$ cat config.mk
export PLATFORM = sky130hd
export DESIGN_NAME = dual_timer_interrupt_control
export DESIGN_NICKNAME = d
export VERILOG_FILES = /design/src/hw/dual_timer_pkg.sv /design/src/hw/dual_timer_interrupt_control.sv /design/src/hw/interval_timer.sv
export VERILOG_INCLUDE_DIRS = /design/src /design/src/hw
export SDC_FILE = /design/constraint.sdc
export NUM_CORES = 1
export LEC_CHECK = 0
export BUFFER_PORTS_ARGS = -buffer_cell sky130_fd_sc_hd__buf_2
export CORE_MARGIN = 4
export CORE_UTILIZATION = 60
export CTS_BUF_LIST = sky130_fd_sc_hd__clkbuf_8 sky130_fd_sc_hd__clkbuf_16
export DETAILED_ROUTE_END_ITERATION = 16
export PLACE_DENSITY = 0.9
export SLEW_MARGIN = 20
export SYNTH_ARGS = -nofsm -noshare
export SYNTH_HDL_FRONTEND = slang
export SYNTH_SLANG_ARGS = --single-unit
$ cat constraint.sdc
create_clock -name aclk -period 5.1 [get_ports aclk]
set_input_delay 0.51 -clock aclk [delete_from_list [all_inputs] [get_ports aclk]]
set_output_delay 0.51 -clock aclk [all_outputs]
set_load 0.005 [all_outputs]
$ cat src/hw/dual_timer_map.svh
/*
 * Register indexes, field positions, reset values and bus codes for the
 * dual interval timer and interrupt control block.
 * Assumes byte address = 4 * index on a 32-bit AXI4-Lite slave.
 */
`ifndef DUAL_TIMER_MAP_SVH
`define DUAL_TIMER_MAP_SVH

// ----------------------------------------
// Register indexes
// ----------------------------------------
`define IDX_TIMER_LATCH_A 16'hDD04
`define IDX_TIMER_LATCH_B 16'hDD06
`define IDX_INT_STATUS_MASK 16'hDD0D
`define IDX_TIMER_CONTROL_A 16'hDD0E
`define IDX_TIMER_CONTROL_B 16'hDD0F

// ----------------------------------------
// Interrupt register fields
// ----------------------------------------
`define INT_TIMER_A 0
`define INT_TIMER_B 1
`define INT_SERIAL 3
`define INT_HANDSHAKE 4
`define INT_ANY 7
`define INT_NON_MASKABLE 5'h10

// ----------------------------------------
// Control register fields (A and B share bits 4..0)
// ----------------------------------------
`define CTL_START 0
`define CTL_OUT_EN 1
`define CTL_TOGGLE 2
`define CTL_ONE_SHOT 3
`define CTL_FORCE_LOAD 4
`define CTL_A_CNT_SRC 5
`define CTL_A_SERIAL_OUT 6
`define CTL_A_TOD_50HZ 7
`define CTL_B_SRC_LO 5
`define CTL_B_SRC_HI 6
`define CTL_B_ALARM 7

// ----------------------------------------
// Reset values and bus codes
// ----------------------------------------
`define CTL_RESET 8'h00
`define INT_RESET 5'h00
`define LATCH_RESET 16'hFFFF
`define RESP_OKAY 2'h0
`define RESP_SLVERR 2'h2

`endif

$ cat src/hw/dual_timer_pkg.sv
/*
 * Types shared by the dual interval timer block.
 * Assumes the constants in dual_timer_map.svh.
 */
package dual_timer_pkg;

    // Timer B count source selection
    typedef enum logic [1:0] {
        SRC_CLOCK = 2'b00,
        SRC_CNT_PIN = 2'b01,
        SRC_TA_UNDER = 2'b10,
        SRC_TA_UNDER_CNT = 2'b11
    } b_source_t;

    typedef logic [15:0] word16_t;
    typedef logic [7:0] reg8_t;
    typedef logic [4:0] int_bits_t;

endpackage

$ cat src/hw/dual_timer_interrupt_control.sv
/*
 * Two interval timers with control registers A and B and the interrupt
 * status/mask register, reached over an AXI4-Lite slave.
 * Assumes count_input_pin and handshake_flag_input are asynchronous pins,
 * serial_event is a one-cycle pulse from the serial shifter on aclk.
 */
// The implementer's own choice: the AXI4-Lite slave port.
`timescale 1ns/100ps

`include "dual_timer_map.svh"

module dual_timer_interrupt_control #(
    parameter int ADDR_W = 18
) (
    // Clock and reset
    input wire logic aclk,
    input wire logic aresetn,
    // AXI4-Lite write address and data
    input wire logic [ADDR_W-1:0] awaddr,
    input wire logic [2:0] awprot,
    input wire logic awvalid,
    output logic awready,
    input wire logic [31:0] wdata,
    input wire logic [3:0] wstrb,
    input wire logic wvalid,
    output logic wready,
    // AXI4-Lite write response
    output logic [1:0] bresp,
    output logic bvalid,
    input wire logic bready,
    // AXI4-Lite read
    input wire logic [ADDR_W-1:0] araddr,
    input wire logic [2:0] arprot,
    input wire logic arvalid,
    output logic arready,
    output logic [31:0] rdata,
    output logic [1:0] rresp,
    output logic rvalid,
    input wire logic rready,
    // Pins and neighbour events
    input wire logic count_input_pin,
    input wire logic handshake_flag_input,
    input wire logic serial_event,
    // Outputs to pins and neighbouring blocks
    output logic timer_a_output_pin,
    output logic timer_a_output_pin_oe,
    output logic timer_b_output_pin,
    output logic timer_b_output_pin_oe,
    output logic tod_freq_50hz,
    output logic serial_port_output,
    output logic tod_write_alarm
);
    import dual_timer_pkg::*;

    // ----------------------------------------
    // Declarations
    // ----------------------------------------
    reg8_t ctl_a, next_ctl_a, ctl_b, next_ctl_b;
    word16_t latch_a, next_latch_a, latch_b, next_latch_b;
    int_bits_t flags, next_flags, mask, next_mask;
    logic load_a, next_load_a, load_b, next_load_b;
    logic [15:0] wr_idx, next_wr_idx;
    logic [31:0] wr_data, next_wr_data;
    logic [3:0] wr_strb, next_wr_strb;
    logic next_awready, next_wready, next_bvalid, next_arready, next_rvalid;
    logic [1:0] next_bresp, next_rresp;
    logic [31:0] next_rdata;
    logic cnt_meta, cnt_sync, cnt_prev, flag_meta, flag_sync, flag_prev;
    logic cnt_rise, flag_fall, write_go, read_go, icr_read, any_pending;
    logic ev_a, ev_b, under_a, under_b;
    logic [15:0] rd_idx;
    word16_t count_a, count_b;
    b_source_t src_b;

    // ----------------------------------------
    // Pin synchronisers and edge detection
    // ----------------------------------------
    // Two stages before use; edges are taken only from the settled stage
    always_ff @(posedge aclk) begin
        if (!aresetn) begin
            cnt_meta <= 1'b0;
            cnt_sync <= 1'b0;
            cnt_prev <= 1'b0;
            flag_meta <= 1'b1;
            flag_sync <= 1'b1;
            flag_prev <= 1'b1;
        end else begin
            cnt_meta <= count_input_pin;
            cnt_sync <= cnt_meta;
            cnt_prev <= cnt_sync;
            flag_meta <= handshake_flag_input;
            flag_sync <= flag_meta;
            flag_prev <= flag_sync;
        end
    end

    assign cnt_rise = cnt_sync && !cnt_prev;
    assign flag_fall = !flag_sync && flag_prev; // Handshake line is active low

    // ----------------------------------------
    // Count sources
    // ----------------------------------------
    // Timer B cascades from A one cycle after A's underflow flop
    assign src_b = b_source_t'(ctl_b[`CTL_B_SRC_HI:`CTL_B_SRC_LO]);
    assign ev_a = ctl_a[`CTL_A_CNT_SRC] ? cnt_rise : 1'b1;
    always_comb begin
        unique case (src_b)
            SRC_CLOCK: ev_b = 1'b1;
            SRC_CNT_PIN: ev_b = cnt_rise;
            SRC_TA_UNDER: ev_b = under_a;
            SRC_TA_UNDER_CNT: ev_b = under_a && cnt_sync;
        endcase
    end

    // Timer A
    interval_timer #(.WIDTH(16)) timer_a (
        .aclk(aclk),
        .aresetn(aresetn),
        .run(ctl_a[`CTL_START]),
        .force_load(load_a),
        .toggle_mode(ctl_a[`CTL_TOGGLE]),
        .count_event(ev_a),
        .reload_value(latch_a),
        .count(count_a),
        .underflow(under_a),
        .pin_level(timer_a_output_pin)
    );

    // Timer B, same control meanings as A
    interval_timer #(.WIDTH(16)) timer_b (
        .aclk(aclk),
        .aresetn(aresetn),
        .run(ctl_b[`CTL_START]),
        .force_load(load_b),
        .toggle_mode(ctl_b[`CTL_TOGGLE]),
        .count_event(ev_b),
        .reload_value(latch_b),
        .count(count_b),
        .underflow(under_b),
        .pin_level(timer_b_output_pin)
    );

    // ----------------------------------------
    // Bus decode
    // ----------------------------------------
    assign write_go = !awready && !wready && !bvalid;
    assign read_go = arvalid && arready;
    assign rd_idx = 16'(araddr[ADDR_W-1:2]);
    assign icr_read = read_go && (rd_idx == `IDX_INT_STATUS_MASK);
    // Handshake flag counts regardless of the mask
    assign any_pending = |(flags & (mask | `INT_NON_MASKABLE));

    // ----------------------------------------
    // Register and bus next state
    // ----------------------------------------
    always_comb begin
        next_ctl_a = ctl_a;
        next_ctl_b = ctl_b;
        next_latch_a = latch_a;
        next_latch_b = latch_b;
        next_flags = flags;
        next_mask = mask;
        next_load_a = 1'b0;
        next_load_b = 1'b0;
        next_wr_idx = wr_idx;
        next_wr_data = wr_data;
        next_wr_strb = wr_strb;
        next_awready = awready;
        next_wready = wready;
        next_bvalid = bvalid;
        next_bresp = bresp;
        next_arready = arready;
        next_rvalid = rvalid;
        next_rresp = rresp;
        next_rdata = rdata;

        // Address and data may arrive in either order
        if (awvalid && awready) begin
            next_wr_idx = 16'(awaddr[ADDR_W-1:2]);
            next_awready = 1'b0;
        end
        if (wvalid && wready) begin
            next_wr_data = wdata;
            next_wr_strb = wstrb;
            next_wready = 1'b0;
        end

        // Write into the register file once both halves are held
        if (write_go) begin
            next_bvalid = 1'b1;
            next_bresp = `RESP_OKAY;
            unique case (wr_idx)
                `IDX_TIMER_CONTROL_A: if (wr_strb[0]) begin
                    next_ctl_a = wr_data[7:0] & ~8'h10; // Force load is a strobe
                    next_load_a = wr_data[`CTL_FORCE_LOAD];
                end
                `IDX_TIMER_CONTROL_B: if (wr_strb[0]) begin
                    next_ctl_b = wr_data[7:0] & ~8'h10;
                    next_load_b = wr_data[`CTL_FORCE_LOAD];
                end
                `IDX_INT_STATUS_MASK: if (wr_strb[0]) begin
                    // Writes touch only the mask, never the flags
                    for (int i = 0; i < 5; i++) begin
                        if (wr_data[i]) begin
                            next_mask[i] = wr_data[`INT_ANY];
                        end
                    end
                end
                `IDX_TIMER_LATCH_A: begin
                    if (wr_strb[0]) next_latch_a[7:0] = wr_data[7:0];
                    if (wr_strb[1]) next_latch_a[15:8] = wr_data[15:8];
                end
                `IDX_TIMER_LATCH_B: begin
                    if (wr_strb[0]) next_latch_b[7:0] = wr_data[7:0];
                    if (wr_strb[1]) next_latch_b[15:8] = wr_data[15:8];
                end
                default: next_bresp = `RESP_SLVERR;
            endcase
        end
        if (bvalid && bready) begin
            next_bvalid = 1'b0;
            next_awready = 1'b1;
            next_wready = 1'b1;
        end

        // Read path; interrupt flags clear as they are read
        if (read_go) begin
            next_arready = 1'b0;
            next_rvalid = 1'b1;
            next_rresp = `RESP_OKAY;
            next_rdata = 32'h0000_0000;
            unique case (rd_idx)
                `IDX_TIMER_CONTROL_A: next_rdata[7:0] = ctl_a;
                `IDX_TIMER_CONTROL_B: next_rdata[7:0] = ctl_b;
                `IDX_TIMER_LATCH_A: next_rdata[15:0] = count_a;
                `IDX_TIMER_LATCH_B: next_rdata[15:0] = count_b;
                `IDX_INT_STATUS_MASK: begin
                    next_rdata[7:0] = {any_pending, 2'b00, flags};
                    next_flags = `INT_RESET;
                end
                default: next_rresp = `RESP_SLVERR;
            endcase
        end
        if (rvalid && rready) begin
            next_rvalid = 1'b0;
            next_arready = 1'b1;
        end

        // Events set flags after any clear so a set in the same cycle wins
        if (under_a) next_flags[`INT_TIMER_A] = 1'b1;
        if (under_b) next_flags[`INT_TIMER_B] = 1'b1;
        if (serial_event) next_flags[`INT_SERIAL] = 1'b1;
        if (flag_fall) next_flags[`INT_HANDSHAKE] = 1'b1;

        // One-shot timers stop themselves after underflow
        if (under_a && ctl_a[`CTL_ONE_SHOT]) next_ctl_a[`CTL_START] = 1'b0;
        if (under_b && ctl_b[`CTL_ONE_SHOT]) next_ctl_b[`CTL_START] = 1'b0;
    end

    // Register stage
    always_ff @(posedge aclk) begin
        if (!aresetn) begin
            ctl_a <= `CTL_RESET;
            ctl_b <= `CTL_RESET;
            latch_a <= `LATCH_RESET;
            latch_b <= `LATCH_RESET;
            flags <= `INT_RESET;
            mask <= `INT_RESET;
            load_a <= 1'b0;
            load_b <= 1'b0;
            wr_idx <= 16'h0000;
            wr_data <= 32'h0000_0000;
            wr_strb <= 4'h0;
            awready <= 1'b1;
            wready <= 1'b1;
            bvalid <= 1'b0;
            bresp <= `RESP_OKAY;
            arready <= 1'b1;
            rvalid <= 1'b0;
            rresp <= `RESP_OKAY;
            rdata <= 32'h0000_0000;
        end else begin
            ctl_a <= next_ctl_a;
            ctl_b <= next_ctl_b;
            latch_a <= next_latch_a;
            latch_b <= next_latch_b;
            flags <= next_flags;
            mask <= next_mask;
            load_a <= next_load_a;
            load_b <= next_load_b;
            wr_idx <= next_wr_idx;
            wr_data <= next_wr_data;
            wr_strb <= next_wr_strb;
            awready <= next_awready;
            wready <= next_wready;
            bvalid <= next_bvalid;
            bresp <= next_bresp;
            arready <= next_arready;
            rvalid <= next_rvalid;
            rresp <= next_rresp;
            rdata <= next_rdata;
        end
    end

    // ----------------------------------------
    // Control outputs
    // ----------------------------------------
    // Taken straight from control flops so they change with the write
    assign timer_a_output_pin_oe = ctl_a[`CTL_OUT_EN];
    assign timer_b_output_pin_oe = ctl_b[`CTL_OUT_EN];
    assign tod_freq_50hz = ctl_a[`CTL_A_TOD_50HZ];
    assign serial_port_output = ctl_a[`CTL_A_SERIAL_OUT];
    assign tod_write_alarm = ctl_b[`CTL_B_ALARM];
endmodule // dual_timer_interrupt_control

$ cat src/hw/interval_timer.sv
/*
 * One down-counting interval timer with reload latch and pin output.
 * Assumes force_load is a single-cycle pulse on aclk; count_event may stay high and counts on every such cycle.
 */
`timescale 1ns/100ps

module interval_timer #(
    parameter int WIDTH = 16
) (
    // Clock and reset
    input wire logic aclk,
    input wire logic aresetn,
    // Control
    input wire logic run,
    input wire logic force_load,
    input wire logic toggle_mode,
    input wire logic count_event,
    input wire logic [WIDTH-1:0] reload_value,
    // Status
    output logic [WIDTH-1:0] count,
    output logic underflow,
    output logic pin_level
);
    logic [WIDTH-1:0] next_count;
    logic next_underflow;
    logic next_pin_level;

    // ----------------------------------------
    // Counter next state
    // ----------------------------------------
    always_comb begin
        next_count = count;
        next_underflow = 1'b0;
        next_pin_level = toggle_mode ? pin_level : 1'b0; // Pulse mode lasts one cycle
        if (force_load) begin
            next_count = reload_value;
        end else if (run && count_event) begin
            if (count == '0) begin
                next_count = reload_value;
                next_underflow = 1'b1;
                next_pin_level = toggle_mode ? ~pin_level : 1'b1;
            end else begin
                next_count = count - 1'b1;
            end
        end
    end

    // Register stage
    always_ff @(posedge aclk) begin
        if (!aresetn) begin
            count <= {WIDTH{1'b1}};
            underflow <= 1'b0;
            pin_level <= 1'b0;
        end else begin
            count <= next_count;
            underflow <= next_underflow;
            pin_level <= next_pin_level;
        end
    end
endmodule // interval_timer

After elaboration in Yosys (flattened, before gate mapping)
Cells that the tools add are included. Widths: inputs -> output; s select.

Register bits: 157. Bits of input ports: 88. Output and inout bits: 48. Word-level logic and storage cells: 150.

Add/sub/neg operators: 2. Eq/ne operators: 13. Muxes and demuxes: 31. Bitwise operators: 6. Reduce and logical (&&, ||, !) cells: 57.

Operator list (number): $eq 16x16->1 const B (10); $mux 16 (6); $pmux 8 s5 (1); $logic_not 16->1 (2); $sub 16x1->16 const B (2); $reduce_and 3->1 (8); $reduce_bool 2->1 (10); $mux 1 (18); $pmux 8 s2 (1); $reduce_and 4->1 (4); $reduce_or 5->1 (3); $logic_and 1x1->1 (14); $mux 5 (2); $reduce_and 2->1 (4); $reduce_or 2->1 (4); $reduce_or 3->1 (2); $and 5x5->5 (1); $logic_not 1->1 (5); $not 1->1 (5); $eq 2x2->1 const B (2); $mux 2 (2); $pmux 1 s4 (1); $eq 2x1->1 const B (1); $logic_not 2->1 (1).

Depth between registers and ports, before layout
Gate-level depths: netlist of run 1.

Depth after elaboration: 6. Depth in mapped cells: 9. Depth with buffers taken out: 7.

Cells and area by module
From an unflattened synthesis of run 1, not the netlist that was laid out.

Cell total of the unflattened synthesis: 817. Area total of the unflattened synthesis: 7211.9 um^2.

Modules (own cells, without submodules): dual_timer_interrupt_control (times used 1, cells each 541, area each 4784.6 um^2, sequential area each 2362.3 um^2); interval_timer (times used 2, cells each 138, area each 1213.7 um^2, sequential area each 360.3 um^2).

Worst setup path before layout of run 1
Ideal clock, no wire load.

Kind: input to register. Start point: input araddr[7]. End point: register flags[0]. Setup time: 0.128 ns. Arrival time: 2.171 ns. Required time: 4.972 ns. Setup slack: 2.802 ns. Stages on the path: 5. Buffers on the path: 0. Path through: or4b_1 > or4_1 > or3_1 > a21oi_1 > nor2_1.

Cells in the longest elaborated chain, start to end: 3.

Ends and longest elaborated chain: start: declaration (RTL line dual_timer_interrupt_control.sv:32) `input wire logic [ADDR_W-1:0] araddr,`; $eq 16x16->1 (RTL line dual_timer_interrupt_control.sv:232) `unique case (rd_idx)`; $reduce_bool 2->1 (no line); $reduce_and 2->1 (no line); end signal: assignment (RTL line dual_timer_interrupt_control.sv:267) `` flags <= `INT_RESET; ``; end signal: assignment (RTL line dual_timer_interrupt_control.sv:287) `flags <= next_flags;`; end: declaration (RTL line dual_timer_interrupt_control.sv:60) `int_bits_t flags, next_flags, mask, next_mask;`.

No other way between the ends. A chain may end at the register's enable or synchronous reset.

Final worst setup path of run 1
Start point: register timer_b.count[2]. End point: register timer_b.count[6].

Cells in the longest elaborated chain, start to end: 4. Elaborated cells on any way between the ends: 5. Those cells by class: add/sub (1); mux (3); reduce/logical (1).

Ends and longest elaborated chain: start: declaration (RTL line interval_timer.sv:20) `output logic [WIDTH-1:0] count,`; start signal: assignment (RTL line interval_timer.sv:51) `count <= {WIDTH{1'b1}};`; start signal: assignment (RTL line interval_timer.sv:55) `count <= next_count;`; $sub 16x1->16 or $logic_not 16->1 (tied branches) (RTL line interval_timer.sv:43, interval_timer.sv:38); $mux 16 (*) (RTL line interval_timer.sv:38) `if (count == '0) begin`; $mux 16 (*) (RTL line interval_timer.sv:37) `end else if (run && count_event) begin`; $mux 16 (*) (RTL line interval_timer.sv:35) `if (force_load) begin`.

Mark *: on every way between the ends. The rest lies on a longest branch, timed or not. The select of a mux whose other input is x is not followed.

==> results.cfg, run 1 <==
[outcome]
status = finished, final reports clean

[logic_synthesis]
synthesis.area_um2 = 7100
synthDistinctLibCells = 70
synth_edf_count = 0
ys.flop_type = dfxtp_1
synth_top_area_frac = 0.434
syn_avg_cell_area_um2 = 8.31
ys_top_cells_by_count = dfxtp_1, nand2_1, a21oi_1, o21ai_0, mux2i_1
netlist_top_cells_area = dfxtp_1, nand2_1, mux2i_1
yosys_warnings = 0
ys_async_sr_fraction = 0
syn_inst = 855
seq_area_frac_synth = 0.434
yosys_register_bits = 154
yosysMostFrequentCell = dfxtp_1
yosysTopAreaCell = dfxtp_1

[die]
start_util = 0.617
die_h_um = 117
ios = 136
design.die.area_um2 = 13600
die_w_um = 117
core_um2 = 11500
row_count = 39

[detailed_routing]
ant_nets = 0
drt-total-wl_mm = 18.9
dr.pass1.iters = 6
wire_per_inst_um = 17.7
drc = 0
first_iter_violations = 923
vias = 6657
via_per_inst = 6.25

[pwr]
p_leak_nw = 3.28
ir_drop_v = 0.000373
p_per_area_nw_per_um2 = 330

[placement]
gp_congestion = 0.956
io_buffer_count = 89
dp_hpwl_mm = 12.9
place_inst = 1033

[setup_path]
cp.arrival_ns = 3.02
path_max_fanout = 31
startpoint = timer_b.count[2]
crit-reg2reg-launch = timer_b.count[2]
reg2reg_slack_ns = 2.39
r2r-end = timer_b.count[6]
required_ns = 5.41
critical_path.startpoint_type = register
crit_type = register to register
end_kind = register
r2r_cells = 4

[clocking]
post_cts_buffers = 0
ctsLongestPathBuffers = 2
htreeDepth = 4
clock_sinks = 154
cts_hold_buffers = 0
clkTransAtPathRegs_ns = 0.07
cts_tree = built
cts_resized = 0
clock-root-buffer = clkbuf_16
insertion_delay_ns = 0.42
cts_buffers = 17

[grt]
grt_pass1_vias = 5915
track_usage = 0.274
grt_start_max_net_pins = 63
grt_pass1_wl_mm = 29.4
grt_overflow_total = 0
antenna_found_initial = 0

[sta]
finalClockSkew_ns = 0.00895
slew_violations = 0
fmax_mhz = 369
hold_ws_ns = 0.259
finalHoldViolations = 0
worst_pin_slew_ns = 1.03
rsz0062_at_grt = no
period_minus_slack_ns = 2.71
period_share = 0.531
slew_headroom = 0.311
setup_tns_ns = 0
final-setup-viol-count = 0

[final_layout]
nets = 1001
final_cells = 1065
area_growth_pct = 14.0
drive_gt1_frac = 0.158
n_antenna_cell = 0

[worst_hold_path]
hold_end = flag_meta
hold_path.class = input pin to register
min_from = handshake_flag_input
min_path_cells = 2

[run]
maxCapViolations = 0
==> per-stage QoR <==
stage	instance area, um^2	utilization	setup WS [ns]	total power, mW
floorplan	7170	-	2.80	1.37
global placement	7480	0.649	2.22	1.42
detailed placement	7480	0.649	2.17	1.42
CTS	8070	0.701	2.26	2.67
global route	8090	0.703	2.31	2.75
finish	8090	0.703	2.39	2.67
==> placed cells by master (no fill, tap or decap), types with 5 or more instances in the layout <==
| master | n |
|---|---|
| a221oi_1 | 12 |
| o31ai_1 | 6 |
| dfxtp_1 | 154 |
| a21oi_1 | 62 |
| nand3_1 | 30 |
| clkbuf_16 | 17 |
| nor4_1 | 15 |
| a32oi_1 | 7 |
| nand2b_1 | 11 |
| buf_4 | 6 |
| or2_2 | 6 |
| o21ai_1 | 5 |
| nand4_1 | 15 |
| or4_1 | 5 |
| o211ai_1 | 5 |
| mux2i_1 | 47 |
| inv_1 | 23 |
| o21ai_0 | 59 |
| nor2_1 | 44 |
| nor4b_1 | 5 |
| a211oi_1 | 6 |
| conb_1 | 18 |
| nor3_1 | 25 |
| or3_1 | 5 |
| inv_6 | 5 |
| nand2_1 | 146 |
| buf_2 | 89 |
| and2_1 | 8 |
==> layout make-up <==
cell class / instances / area (um^2)
Multi-Input combinational cell: 619 / 3660
Timing Repair Buffer: 95 / 490
Tap cell: 143 / 179
Sequential cell: 154 / 3080
Clock buffer: 18 / 439
Clock inverter: 14 / 156
Fill cell: 869 / 3420
Inverter: 22 / 82.6
==> where the power goes <==
| part | internal [mW] | switching, mW | leakage (nW) |
|---|---|---|---|
| clock network | 0.745 | 0.530 | 0.297 |
| logic | 0.0544 | 0.0853 | 1.73 |
| registers | 1.23 | 0.0252 | 1.25 |
==> worst max path at each step <==
stage / cells past startpoint / to / slack [ns]
6_report: 4 / timer_b.count[6] / 2.39
5_1_grt: 4 / timer_b.count[6] / 2.31
4_1_cts: 4 / timer_b.count[6] / 2.26
3_5_place_dp: 6 / rdata[1] / 2.17
3_3_place_gp: 6 / rdata[0] / 2.22
2_1_floorplan: 5 / flags[0] / 2.80
==> registers in the layout, indices dropped and copies added (netlist names), 2 cells and up <==
| name | cells |
|---|---|
| timer_a.count | 16 |
| ctl_b | 7 |
| flags | 4 |
| latch_b | 16 |
| wr_idx | 16 |
| ctl_a | 7 |
| rdata | 16 |
| latch_a | 16 |
| wr_data | 16 |
| timer_b.count | 16 |
| mask | 3 |
| wr_strb | 2 |
==> worst max-delay path, cell delays in order, from the launching register on <==
cell and delay [ns]:
dfxtp_1 0.38, nor3_1 0.86, a41oi_4 0.57, mux2_2 0.44
a221o_1 0.34
==> logic make-up (layout without fill, tap and decap cells) <==
family | after synthesis | count (layout) | share of synthesized area
other | 1 | 18 | 0.000528
flip-flops | 154 | 154 | 0.434
AO/OA/AOI/OAI | 196 | 196 | 0.171
adder cells (fa/ha/maj) | 4 | 4 | 0.00705
multiplexers | 52 | 52 | 0.0742
XOR/XNOR | 3 | 3 | 0.00370
AND/OR/NAND/NOR | 346 | 346 | 0.245
buffers and inverters | 99 | 149 | 0.0648
==> routing by layer <==
layer | share of wire | track usage | vias to the layer above
li1 | - | - | 3128
met1 | 0.40 | 0.366 | 3106
met2 | 0.46 | 0.432 | 371
met3 | 0.10 | 0.0566 | 52
met4 | 0.030 | 0.119 | 0
met5 | 0 | 0 | -
No activity file was read; power rests on OpenSTA's default activity.
==> run 2: changes to the inputs <==
--- a/config.mk
+++ b/config.mk
@@ -6,12 +6,13 @@
 export SDC_FILE = /design/constraint.sdc
 export NUM_CORES = 1
 export LEC_CHECK = 0
+export ABC_AREA = 1
 export BUFFER_PORTS_ARGS = -buffer_cell sky130_fd_sc_hd__buf_2
 export CORE_MARGIN = 4
-export CORE_UTILIZATION = 60
+export CORE_UTILIZATION = 56
 export CTS_BUF_LIST = sky130_fd_sc_hd__clkbuf_8 sky130_fd_sc_hd__clkbuf_16
 export DETAILED_ROUTE_END_ITERATION = 16
-export PLACE_DENSITY = 0.9
+export PLACE_DENSITY = 0.84
 export SLEW_MARGIN = 20
 export SYNTH_ARGS = -nofsm -noshare
 export SYNTH_HDL_FRONTEND = slang
==> constraint.sdc (replaced) <==
create_clock -name aclk -period 2.7 [get_ports aclk]
set_input_delay 0.27 -clock aclk [delete_from_list [all_inputs] [get_ports aclk]]
set_output_delay 0.27 -clock aclk [all_outputs]
set_load 0.005 [all_outputs]
==> results.cfg, run 2 <==
[placement]
place_inst = 1310
dpl_worst_slack_ns = 0.625
gp_congestion = 0.991
io_buffer_count = 89
post_dp_cell_area_um2 = 7960
dp_hpwl_mm = 14.3

[pwr]
p_leak_nw = 4.19
ir_drop_v = 0.000517
p_per_area_nw_per_um2 = 602
power.total_mw = 5.16

[logic_synthesis]
netlist_top_cells_area = dfxtp_1, nand2_1, nor2_1
synth_edf_count = 0
synthDistinctLibCells = 39
syn_avg_cell_area_um2 = 6.92
ys_async_sr_fraction = 0
synthesis.area_um2 = 7480
ys_top_cells_by_count = nand2_1, dfxtp_1, nor2_1, inv_1, o21ai_0
yosysMostFrequentCell = nand2_1
yosys_warnings = 0
ys.flop_type = dfxtp_1
seq_area_frac_synth = 0.412
yosysTopAreaCell = dfxtp_1
synth_top_area_frac = 0.412
syn_inst = 1081
yosys_register_bits = 154

[worst_hold_path]
min_path_cells = 3
min_from = count_input_pin
hold_end = cnt_meta
hold_path.class = input pin to register

[sta]
setup_ws_ns = 0.615
slew_violations = 0
finalHoldViolations = 0
period_share = 0.772
setup_tns_ns = 0
final-setup-viol-count = 0
slew_headroom = 0.427
rsz0062_at_grt = no
worst_pin_slew_ns = 0.857
period_minus_slack_ns = 2.09
finalClockSkew_ns = 0.0117
fmax_mhz = 480

[setup_path]
startpoint = bvalid
end_kind = register
required_ns = 3.00
path_max_fanout = 14
crit_chain = nor3_4 -> nand2_2 -> inv_2 -> nand3_1 -> o21ai_0 -> a21oi_1
crit_buf_inv = 1
reg2reg_slack_ns = 0.61
critical_path.startpoint_type = register
cp.arrival_ns = 2.38
r2r_cells = 6
r2r-end = ctl_b[2]
worst_path_largest_cell_delay_ns = 0.44
crit_type = register to register
cp_top_family = simple AND/OR/NAND/NOR gates
slowest_stage = nand3_1
crit-reg2reg-launch = bvalid

[die]
core_um2 = 12800
die_w_um = 124
row_count = 41
ios = 136
die_h_um = 124
design.die.area_um2 = 15300
start_util = 0.583

[detailed_routing]
ant_nets = 0
drt-total-wl_mm = 19.2
drc = 0
dr.pass1.iters = 6
vias = 7186
via_per_inst = 5.35
wire_per_inst_um = 14.3
first_iter_violations = 688

[clocking]
clkTransAtPathRegs_ns = 0.06
cts_buffers = 17
cts_hold_buffers = 0
ctsLongestPathBuffers = 2
cts_tree = built
htreeDepth = 4
insertion_delay_ns = 0.43
clock-root-buffer = clkbuf_16
clock_sinks = 154
post_cts_buffers = 0
cts_resized = 0

[final_layout]
nets = 1249
fillers = 1133
area_growth_pct = 14.5
multi_input_area_um2 = 3670
final_common_cell = nand2_1
final-seq-area_um2 = 3080
n_antenna_cell = 0
drive_gt1_frac = 0.143
final_cells = 1342
final_cell_mix = nand2_1, dfxtp_1, nor2_1, inv_1, o21ai_0
finalInstanceArea_um2 = 8570

[outcome]
status = finished, final reports clean

[grt]
globalRouteMet3Util = 0.0654
grt_busiest_layer = met2
antenna_found_initial = 0
grt_overflow_total = 0
met1_usage = 0.339
met2_usage = 0.392
grt_start_max_net_pins = 46
grt_pass1_vias = 6380
track_usage = 0.257
grt_pass1_wl_mm = 30.8

[run]
maxCapViolations = 0
==> run 2: cell count changes after synthesis, sizes merged, moves of 13 or more <==
| cell | delta |
|---|---|
| a21oi | -13 |
| nor2 | +115 |
| nand2 | +72 |
| clkbuf | -20 |
| nor3 | -18 |
| mux2i | -47 |
| inv | +101 |
| o21ai | +47 |
| nor4 | -14 |
| nand3 | +77 |
==> run 2: cell families (layout without fill, tap and decap cells) <==
| logic type | count (synthesis) | in the layout | synth area share |
|---|---|---|---|
| other cells | 1 | 18 | 0.000501 |
| xor+xnor | 14 | 14 | 0.0164 |
| flops | 154 | 154 | 0.412 |
| fa+ha+maj | 4 | 4 | 0.00669 |
| simple gates | 533 | 533 | 0.318 |
| buf+inv | 185 | 257 | 0.106 |
| compound gates | 190 | 190 | 0.140 |
==> run 2: final cells by class <==
| cell class | count | area share |
|---|---|---|
| inverters | 128 | 0.0564 |
| repair buffers | 97 | 0.0593 |
| multi-input cells | 759 | 0.428 |
| clock inverters | 13 | 0.0185 |
| clock buffers | 19 | 0.0529 |
| flip-flops and latches | 154 | 0.360 |
| well taps | 172 | 0.0251 |
==> run 2: worst max-delay path by stage <==
stage	to	slack [ns]	cells past startpoint
2_1_floorplan	timer_a.count[10]	1.25	8
3_3_place_gp	timer_a.count[0]	0.76	8
3_5_place_dp	ctl_b[2]	0.63	6
4_1_cts	ctl_b[2]	0.61	6
5_1_grt	timer_a.count[14]	0.31	8
6_report	ctl_b[2]	0.61	6
==> run 2: tightest hold or removal path, cell delays in order <==
cell     delay [ns]
buf_2          0.07
nand2_1        0.04
inv_1          0.04
==> run 2: metal layers <==
layer	wire [um]	up-vias
li1	-	3631
met1	8350	3196
met2	8200	305
met3	1760	54
met4	900	0
met5	0	-
==> run 2: metrics by stage <==
step                 util  hold slack (ns)
floorplan               -            0.368
global placement    0.620            0.404
detailed placement  0.620            0.414
CTS                 0.668          0.00814
global route        0.668           0.0136
finish              0.668           0.0168
==> run 2: power breakdown <==
part / switching [mW] / total, mW / internal, mW
Clock: 0.999 / 2.44 / 1.44
Combinational: 0.197 / 0.313 / 0.115
Sequential: 0.0643 / 2.41 / 2.34
Total: 1.26 / 5.16 / 3.90
